===== src/design/dcf_pkg.sv =====
// constants shared by the 9-bit dual-enable fifo with programmable flags
// assumes the top module and the testbench import this package
package dcf_pkg;
    localparam int         DCF_DW        = 9;
    localparam int         DCF_AW_DEF    = 8;
    localparam int         DCF_OFS_W     = 8;
    localparam int         DCF_OFS_N     = 4;
    localparam int         DCF_WR_PINS   = 12;
    localparam int         DCF_RD_PINS   = 4;
    // offset register slots in load order
    localparam logic [1:0] DCF_OFS_E_LO  = 2'h0;
    localparam logic [1:0] DCF_OFS_E_HI  = 2'h1;
    localparam logic [1:0] DCF_OFS_F_LO  = 2'h2;
    localparam logic [1:0] DCF_OFS_F_HI  = 2'h3;
    // reset values: seven words from empty and from full
    localparam logic [7:0] DCF_E_LO_RST  = 8'h07;
    localparam logic [7:0] DCF_E_HI_RST  = 8'h00;
    localparam logic [7:0] DCF_F_LO_RST  = 8'h07;
    localparam logic [7:0] DCF_F_HI_RST  = 8'h00;
    // cycles after reset release during which the mode pin is captured
    localparam logic [1:0] DCF_MODE_WIN  = 2'h3;
endpackage


===== src/design/dcf_pin_sync.sv =====
// two-stage synchroniser for a group of pins
// assumes the pins are asynchronous to clock_i
`timescale 1ns/1ps
module dcf_pin_sync #(
    parameter int unsigned W = 1
) (
    // clock and reset
    input  wire logic         clock_i,
    input  wire logic         rstn_i,
    // pins and synchronised copy
    input  wire logic [W-1:0] pin_i,
    output logic      [W-1:0] sync_o
);
    logic [W-1:0] meta;
    logic [W-1:0] next_meta;
    logic [W-1:0] next_sync;

    always_comb begin
        next_meta = pin_i;
        next_sync = meta;
    end

    always_ff @(posedge clock_i or negedge rstn_i) begin
        if (!rstn_i) begin
            meta   <= '0;
            sync_o <= '0;
        end else begin
            meta   <= next_meta;
            sync_o <= next_sync;
        end
    end
endmodule


===== src/design/dcf_gray_sync.sv =====
// carries a gray-coded pointer across sides and returns it in binary
// assumes the source changes the gray value by at most one bit per step
`timescale 1ns/1ps
module dcf_gray_sync #(
    parameter int unsigned W = 9
) (
    // clock and reset
    input  wire logic         clock_i,
    input  wire logic         rstn_i,
    // gray pointer in, binary pointer out
    input  wire logic [W-1:0] gray_i,
    output logic      [W-1:0] bin_o
);
    logic [W-1:0] meta;
    logic [W-1:0] gsync;
    logic [W-1:0] next_meta;
    logic [W-1:0] next_gsync;

    always_comb begin
        next_meta  = gray_i;
        next_gsync = meta;
    end

    always_ff @(posedge clock_i or negedge rstn_i) begin
        if (!rstn_i) begin
            meta  <= '0;
            gsync <= '0;
        end else begin
            meta  <= next_meta;
            gsync <= next_gsync;
        end
    end

    // gray to binary, read only from the second stage
    always_comb begin
        bin_o[W-1] = gsync[W-1];
        for (int i = W - 2; i >= 0; i--) begin
            bin_o[i] = bin_o[i+1] ^ gsync[i];
        end
    end
endmodule


===== src/design/dcf_fifo_top.sv =====
// 9-bit fifo with write and read pins, programmable almost flags
// assumes write and read clock pins are sampled by clock_i, which must run
// at least four times faster than either of them
`timescale 1ns/1ps
module dcf_fifo_top #(
    parameter int unsigned AW = dcf_pkg::DCF_AW_DEF
) (
    // system clock and reset
    input  wire logic                       clock_i,
    input  wire logic                       rstn_i,
    // write pins
    input  wire logic                       wr_clock_i,
    input  wire logic [dcf_pkg::DCF_DW-1:0] din_i,
    input  wire logic                       wr_en_a_n_i,
    input  wire logic                       wr_en_b_load_i,
    // read pins
    input  wire logic                       rd_clock_i,
    input  wire logic                       rd_en_a_n_i,
    input  wire logic                       rd_en_b_n_i,
    input  wire logic                       out_en_n_i,
    // data out
    output logic      [dcf_pkg::DCF_DW-1:0] dout_o,
    output logic                            dout_en_o,
    // flags
    output logic                            empty_flag_n_o,
    output logic                            full_flag_n_o,
    output logic                            almost_empty_n_o,
    output logic                            almost_full_n_o
);
    import dcf_pkg::*;

    localparam logic [AW:0] DEPTH = {1'b1, {AW{1'b0}}};

    logic [DCF_WR_PINS-1:0] wsync;
    logic [DCF_RD_PINS-1:0] rsync;
    logic                   wclk_s;
    logic                   wen_a_s;
    logic                   load_s;
    logic                   rclk_s;
    logic                   ren_a_s;
    logic                   ren_b_s;
    logic                   oe_s;
    logic [DCF_DW-1:0]      din_s;
    logic                   wclk_d;
    logic                   rclk_d;
    logic                   wr_ev;
    logic                   rd_ev;
    logic [1:0]             win;
    logic [1:0]             next_win;
    logic                   prog;
    logic                   next_prog;
    logic                   run;
    logic [DCF_DW-1:0]      mem [2**AW];
    logic [AW:0]            wptr;
    logic [AW:0]            next_wptr;
    logic [AW:0]            rptr;
    logic [AW:0]            next_rptr;
    logic [AW:0]            wgray;
    logic [AW:0]            rgray;
    logic [AW:0]            wptr_rs;
    logic [AW:0]            rptr_ws;
    logic [AW:0]            wfill;
    logic [AW:0]            rfill;
    logic [AW:0]            rfill_now;
    logic [7:0]             ofs [DCF_OFS_N];
    logic [7:0]             next_ofs [DCF_OFS_N];
    logic [1:0]             widx;
    logic [1:0]             next_widx;
    logic [1:0]             ridx;
    logic [1:0]             next_ridx;
    logic [15:0]            ofs_e;
    logic [15:0]            ofs_f;
    logic                   wr_ok;
    logic                   wr_go;
    logic                   ofs_wr;
    logic                   rd_go;
    logic                   ofs_rd;
    logic                   next_full_n;
    logic                   next_af_n;
    logic                   next_empty_n;
    logic                   next_ae_n;
    logic [DCF_DW-1:0]      next_dout;

    // pin capture
    dcf_pin_sync #(.W(DCF_WR_PINS)) u_wsync (
        .clock_i (clock_i),
        .rstn_i  (rstn_i),
        .pin_i   ({wr_clock_i, wr_en_a_n_i, wr_en_b_load_i, din_i}),
        .sync_o  (wsync)
    );
    dcf_pin_sync #(.W(DCF_RD_PINS)) u_rsync (
        .clock_i (clock_i),
        .rstn_i  (rstn_i),
        .pin_i   ({rd_clock_i, rd_en_a_n_i, rd_en_b_n_i, out_en_n_i}),
        .sync_o  (rsync)
    );
    assign {wclk_s, wen_a_s, load_s, din_s} = wsync;
    assign {rclk_s, ren_a_s, ren_b_s, oe_s} = rsync;
    assign wr_ev = wclk_s & ~wclk_d;
    assign rd_ev = rclk_s & ~rclk_d;

    // pointers cross in gray code
    assign wgray = wptr ^ (wptr >> 1);
    assign rgray = rptr ^ (rptr >> 1);
    dcf_gray_sync #(.W(AW + 1)) u_w2r (
        .clock_i (clock_i),
        .rstn_i  (rstn_i),
        .gray_i  (wgray),
        .bin_o   (wptr_rs)
    );
    dcf_gray_sync #(.W(AW + 1)) u_r2w (
        .clock_i (clock_i),
        .rstn_i  (rstn_i),
        .gray_i  (rgray),
        .bin_o   (rptr_ws)
    );

    // mode capture: load mode when the pin is low around reset
    always_comb begin
        run       = (win == DCF_MODE_WIN);
        next_win  = run ? win : win + 2'h1;
        next_prog = run ? prog : ~load_s;
    end

    always_ff @(posedge clock_i or negedge rstn_i) begin
        if (!rstn_i) begin
            win    <= 2'h0;
            prog   <= 1'b0;
            wclk_d <= 1'b0;
            rclk_d <= 1'b0;
        end else begin
            win    <= next_win;
            prog   <= next_prog;
            wclk_d <= wclk_s;
            rclk_d <= rclk_s;
        end
    end

    // write side
    assign ofs_e = {ofs[DCF_OFS_E_HI], ofs[DCF_OFS_E_LO]};
    assign ofs_f = {ofs[DCF_OFS_F_HI], ofs[DCF_OFS_F_LO]};

    always_comb begin
        // enable a low, second term load pin high in both modes, never while full
        wr_ok  = !wen_a_s && load_s && full_flag_n_o;
        wr_go  = wr_ev && run && wr_ok;
        ofs_wr = wr_ev && run && prog && !load_s && !wen_a_s;
        next_wptr = wr_go ? wptr + 1'b1 : wptr;
        next_widx = ofs_wr ? widx + 2'h1 : widx;
        for (int i = 0; i < DCF_OFS_N; i++) begin
            next_ofs[i] = ofs[i];
        end
        if (ofs_wr) begin
            next_ofs[widx] = din_s[7:0];
        end
        // free space judged against the late read pointer, so full errs safe
        wfill       = next_wptr - rptr_ws;
        next_full_n = full_flag_n_o;
        next_af_n   = almost_full_n_o;
        if (wr_ev) begin
            next_full_n = (wfill != DEPTH);
            // low once fill plus m reaches the depth
            next_af_n = (17'(wfill) + 17'(ofs_f)) < 17'(DEPTH);
        end
    end

    always_ff @(posedge clock_i or negedge rstn_i) begin
        if (!rstn_i) begin
            wptr            <= '0;
            widx            <= DCF_OFS_E_LO;
            ofs[0]          <= DCF_E_LO_RST;
            ofs[1]          <= DCF_E_HI_RST;
            ofs[2]          <= DCF_F_LO_RST;
            ofs[3]          <= DCF_F_HI_RST;
            full_flag_n_o   <= 1'b1;
            almost_full_n_o <= 1'b1;
        end else begin
            wptr            <= next_wptr;
            widx            <= next_widx;
            ofs             <= next_ofs;
            full_flag_n_o   <= next_full_n;
            almost_full_n_o <= next_af_n;
        end
    end

    // memory has no reset; a word is read only after it is written
    always_ff @(posedge clock_i) begin
        if (wr_go) begin
            mem[wptr[AW-1:0]] <= din_s;
        end
    end

    // read side
    always_comb begin
        rfill_now = wptr_rs - rptr;
        ofs_rd = rd_ev && run && prog && !load_s && !ren_a_s && !ren_b_s;
        rd_go  = rd_ev && run && !ren_a_s && !ren_b_s && !ofs_rd
                 && (rfill_now != '0);
        next_rptr = rd_go ? rptr + 1'b1 : rptr;
        next_ridx = ofs_rd ? ridx + 2'h1 : ridx;
        // an empty fifo keeps the last word on the outputs
        next_dout = dout_o;
        if (rd_go) begin
            next_dout = mem[rptr[AW-1:0]];
        end else if (ofs_rd) begin
            next_dout = {1'b0, ofs[ridx]};
        end
        rfill        = wptr_rs - next_rptr;
        next_empty_n = empty_flag_n_o;
        next_ae_n    = almost_empty_n_o;
        if (rd_ev) begin
            next_empty_n = (rfill != '0);
            next_ae_n    = 16'(rfill) > ofs_e;
        end
    end

    always_ff @(posedge clock_i or negedge rstn_i) begin
        if (!rstn_i) begin
            rptr             <= '0;
            ridx             <= DCF_OFS_E_LO;
            dout_o           <= '0;
            dout_en_o        <= 1'b0;
            empty_flag_n_o   <= 1'b0;
            almost_empty_n_o <= 1'b0;
        end else begin
            rptr             <= next_rptr;
            ridx             <= next_ridx;
            dout_o           <= next_dout;
            // held off until the mode capture window has ended
            dout_en_o        <= run & ~oe_s;
            empty_flag_n_o   <= next_empty_n;
            almost_empty_n_o <= next_ae_n;
        end
    end
endmodule


===== config.mk =====
export PLATFORM = sky130hd
export DESIGN_NAME = dcf_fifo_top
export DESIGN_NICKNAME = d
export VERILOG_FILES = /design/src/design/dcf_pkg.sv /design/src/design/dcf_pin_sync.sv /design/src/design/dcf_gray_sync.sv /design/src/design/dcf_fifo_top.sv
export SDC_FILE = /design/constraint.sdc
export NUM_CORES = 2
export LEC_CHECK = 0
export BUFFER_PORTS_ARGS = -buffer_cell sky130_fd_sc_hd__clkbuf_2
export CAP_MARGIN = 40
export CORE_ASPECT_RATIO = 2
export CORE_MARGIN = 3
export CORE_UTILIZATION = 35
export CTS_CLUSTER_SIZE = 10
export DETAILED_ROUTE_END_ITERATION = 8
export GPL_ROUTABILITY_DRIVEN = 1
export PLACE_DENSITY = 0.47
export RECOVER_POWER = 100
export SYNTH_ARGS = -nofsm -noshare
export SYNTH_HDL_FRONTEND = slang
export SYNTH_SLANG_ARGS = --single-unit

===== constraint.sdc =====
create_clock -name clock_i -period 7.2 [get_ports clock_i]
set_input_delay 1.44 -clock clock_i [delete_from_list [all_inputs] [get_ports clock_i]]
set_output_delay 1.44 -clock clock_i [all_outputs]
set_load 0.01 [all_outputs]

==> out/metrics.yaml <==
status: "complete, but fails checks"
violations: "capacitance limit, slew limit, setup timing"
synth_top_family_by_area: "multiplexers"
cp_data_required_time_ns: 7.97
avgRoutedWirePerCell_um: 34.9
rsz0062_at_grt: "no"
finalSetupViolCount: 1
min_path_type: "reg2reg"
p_per_area_nw_per_um2: 357
num_vias: 49300
die_h_um: 746
chipWidth_um: 376
finalNetCount: 5243
setup_slack_ns: -0.0632
core-area_um2: 272000
slowest_stage: "clkbuf_1"
p_leak_uw: 0.0343
drc: 0
n_fill_cell: 24500
crit_arrival_ns: 8.04
via_per_inst: 5.61
num_rows: 271
period_share: 1.01
cts_htree_levels: 5
synthSimpleGateAreaFrac: 0.0280
ys.flop_type: "edfxtp_1"
syn_area_um2: 95800
grt_usage: 0.217
drtIter0Drc: 4789
clk_latency_ns: 0.86
grt_pass1_wl_um: 425000
gp_congestion: 0.835
ctsRootBufferMaster: "clkbuf_16"
clkSlewWorstSetupHoldPaths_ns: 0.06
io_pins: 32
synth.lib_cells_used.distinct: 74
crit_path_end_kind: "register"
hold_buffers: 0
yosys_warnings: 0
maxCapViolCount: 49
muxShareOfSynthArea: 0.149
hold_viol_final: 0
drive_gt1_frac: 0.205
antenna_found_initial: 25
synth_compound_area_frac: 0.0312
skew_ns: 0.0538
hpwlAfterDp_um: 198000
dieArea_um2: 280000
numCtsBuffers: 287
clock_sinks: 2445
startpoint_type: "register"
finalPower_uw: 38900
postSynthAreaPerCell_um2: 20.6
tritoncts: "built"
synthesis.nets: 4751
initial_core_util: 0.352
critical_path_class: "reg2reg"
slowest_delay_ns: 2.12
tns_ns: -0.0632
min_period_ns: 7.26
slew_violations: 2601
ir_drop_v: 0.000299
grt_overflow: 0
synth-adder-area-share: 0.00982
synth-edff-count: 2304
async_flop_share: 0.0577
ys_seq_elements: 2445
synth-seq-area-share: 0.759
clock_path_buffers: 4
synthToLayoutAreaGrowth_pct: 13.8
synth_cells: 4659
path_max_fanout: 24
slew_headroom: -2.12
wl_um: 307000
tightest_slew_ns: 4.69
io_buffer_count: 31
ant_nets: 0
clock.fmax_ghz: 0.138
dr.pass1.iters: 5
grt_pass1_vias: 52300
synth-xor-area-share: 0.00563
crit_chain: "clkbuf_1, nand2_1, clkbuf_1, nor2_1, a21oi_1, o21ai_1, clkbuf_2, nor4_1, nor4_1, nand3_1, o21ai_1"
grt_max_degree: 193
-- per-layer routing --
layer	part of all wire	global-route usage	vias to the layer above
met5	0.000042	0	-
met4	0.056	0.103	2
met3	0.051	0.0287	581
met2	0.55	0.405	1798
met1	0.35	0.241	26800
li1	-	-	20100
-- layout make-up --
cell class | instances | area [um2] | share of cell area
Antenna cell | 10 | 25.0 | 0.000229
Clock buffer | 340 | 7570 | 0.0694
Clock inverter | 17 | 194 | 0.00178
Inverter | 41 | 156 | 0.00143
Multi-Input combinational cell | 1927 | 21600 | 0.198
Sequential cell | 2445 | 72700 | 0.667
Tap cell | 3549 | 4440 | 0.0407
Timing Repair Buffer | 449 | 2340 | 0.0214
-- placed cells by master (no fill, tap or decap), types with 11 or more instances in the layout --
cell type	count
a22oi_1	123
mux4_2	537
nor3_1	32
mux2i_1	161
o21ai_0	36
clkbuf_2	22
xor2_1	23
nand3_1	56
nand4_1	19
ha_1	72
o21ai_1	13
a21oi_1	75
dfrtp_1	129
o22ai_1	36
a221oi_1	37
inv_1	37
nor2_1	310
xnor2_1	33
mux2_2	42
buf_4	87
nor4_1	11
edfxtp_1	2304
clkbuf_1	360
buf_12	11
a31oi_1	12
a211oi_1	15
nand2b_1	11
clkbuf_16	296
nand2_1	123
-- critical path, delay by kind of cell, from the launching register on --
family,cells,cell delay [ns]
buffers and inverters,3,3.44
DFF,1,0.35
and+or+nand+nor,5,2.80
AOI/OAI and AO/OA,3,0.54
-- sequential cells by signal, summed over array words and instances (netlist names) --
name / count
mem: 2304
ofs: 32
u_wsync.meta: 12
u_wsync.sync_o: 12
dout_o: 9
rptr: 9
u_r2w.gsync: 9
u_r2w.meta: 9
u_w2r.gsync: 9
u_w2r.meta: 9
wptr: 9
u_rsync.meta: 4
u_rsync.sync_o: 4
ridx: 2
widx: 2
win: 2
almost_empty_n_o: 1
almost_full_n_o: 1
dout_en_o: 1
empty_flag_n_o: 1
full_flag_n_o: 1
prog: 1
rclk_d: 1
wclk_d: 1
-- stage by stage --
step | worst slack [ns] | utilization | std cells | hold WS (ns) | instance area [um2]
after floorplan | 0.712 | - | 4659 | 0.331 | 95800
after global placement | 0.399 | 0.369 | 8117 | 0.335 | 100000
after detailed placement | 0.437 | 0.379 | 8410 | 0.336 | 103000
after CTS | 0.398 | 0.407 | 8767 | 0.342 | 111000
after global routing | 0.0221 | 0.400 | 8770 | 0.344 | 109000
final | -0.0632 | 0.400 | 8778 | 0.345 | 109000
-- cell families (layout without fill, tap and decap cells) --
logic type | Yosys count | after routing
compound gates | 430 | 430
xor+xnor | 59 | 59
fa+ha+maj | 74 | 74
buf+inv | 287 | 847
flops | 2445 | 2445
mux | 744 | 744
other cells | 0 | 10
simple gates | 620 | 620
-- synthesized netlist by cell type (13+ instances only) --
| cell | n | area share |
|---|---|---|
| a211oi_1 | 15 | 0.0012 |
| a21oi_1 | 76 | 0.0040 |
| a221oi_1 | 37 | 0.0034 |
| a22oi_1 | 123 | 0.0096 |
| buf_1 | 20 | 0.00078 |
| buf_2 | 41 | 0.0021 |
| buf_4 | 23 | 0.0018 |
| buf_6 | 33 | 0.0039 |
| clkbuf_1 | 115 | 0.0045 |
| dfrtp_1 | 133 | 0.035 |
| edfxtp_1 | 2304 | 0.72 |
| ha_1 | 72 | 0.0094 |
| inv_1 | 38 | 0.0015 |
| mux2_2 | 42 | 0.0049 |
| mux2i_1 | 161 | 0.017 |
| mux4_2 | 537 | 0.13 |
| nand2_1 | 123 | 0.0048 |
| nand3_1 | 57 | 0.0030 |
| nand4_1 | 19 | 0.0012 |
| nor2_1 | 315 | 0.012 |
| nor2b_1 | 16 | 0.0010 |
| nor3_1 | 35 | 0.0018 |
| o21ai_0 | 36 | 0.0019 |
| o21ai_1 | 13 | 0.00068 |
| o22ai_1 | 36 | 0.0024 |
| xnor2_1 | 34 | 0.0031 |
| xor2_1 | 23 | 0.0021 |
-- power by group --
group | leakage (uW) | switching, uW | internal [uW] | total [uW]
logic | 0.00803 | 5730 | 4190 | 9920
registers | 0.0225 | 331 | 15800 | 16100
clock network | 0.00379 | 5520 | 7380 | 12900
total | 0.0343 | 11600 | 27300 | 38900
-- path summary, 6_finish.rpt --
path	startpoint	end	slack [ns]	cells after the start
min in group asynchronous	rstn_i	u_wsync.meta[11]	1.44	1
max in group asynchronous	rstn_i	rptr[1]	2.19	2
worst min-delay path	u_r2w.meta[7]	u_r2w.gsync[7]	0.35	0
worst max register to register	rptr[4]	dout_o[0]	-0.06	11
worst max-delay path	rptr[4]	dout_o[0]	-0.06	11
worst min register to register	u_r2w.meta[7]	u_r2w.gsync[7]	0.35	0
-- timing repair --
item / CTS / global route
gates resized for setup: 0 / 1
endpoints found under the setup margin: 0 / 1
buffers inserted: 0 / 0
Note: power is estimated with default switching activity, not from simulation.
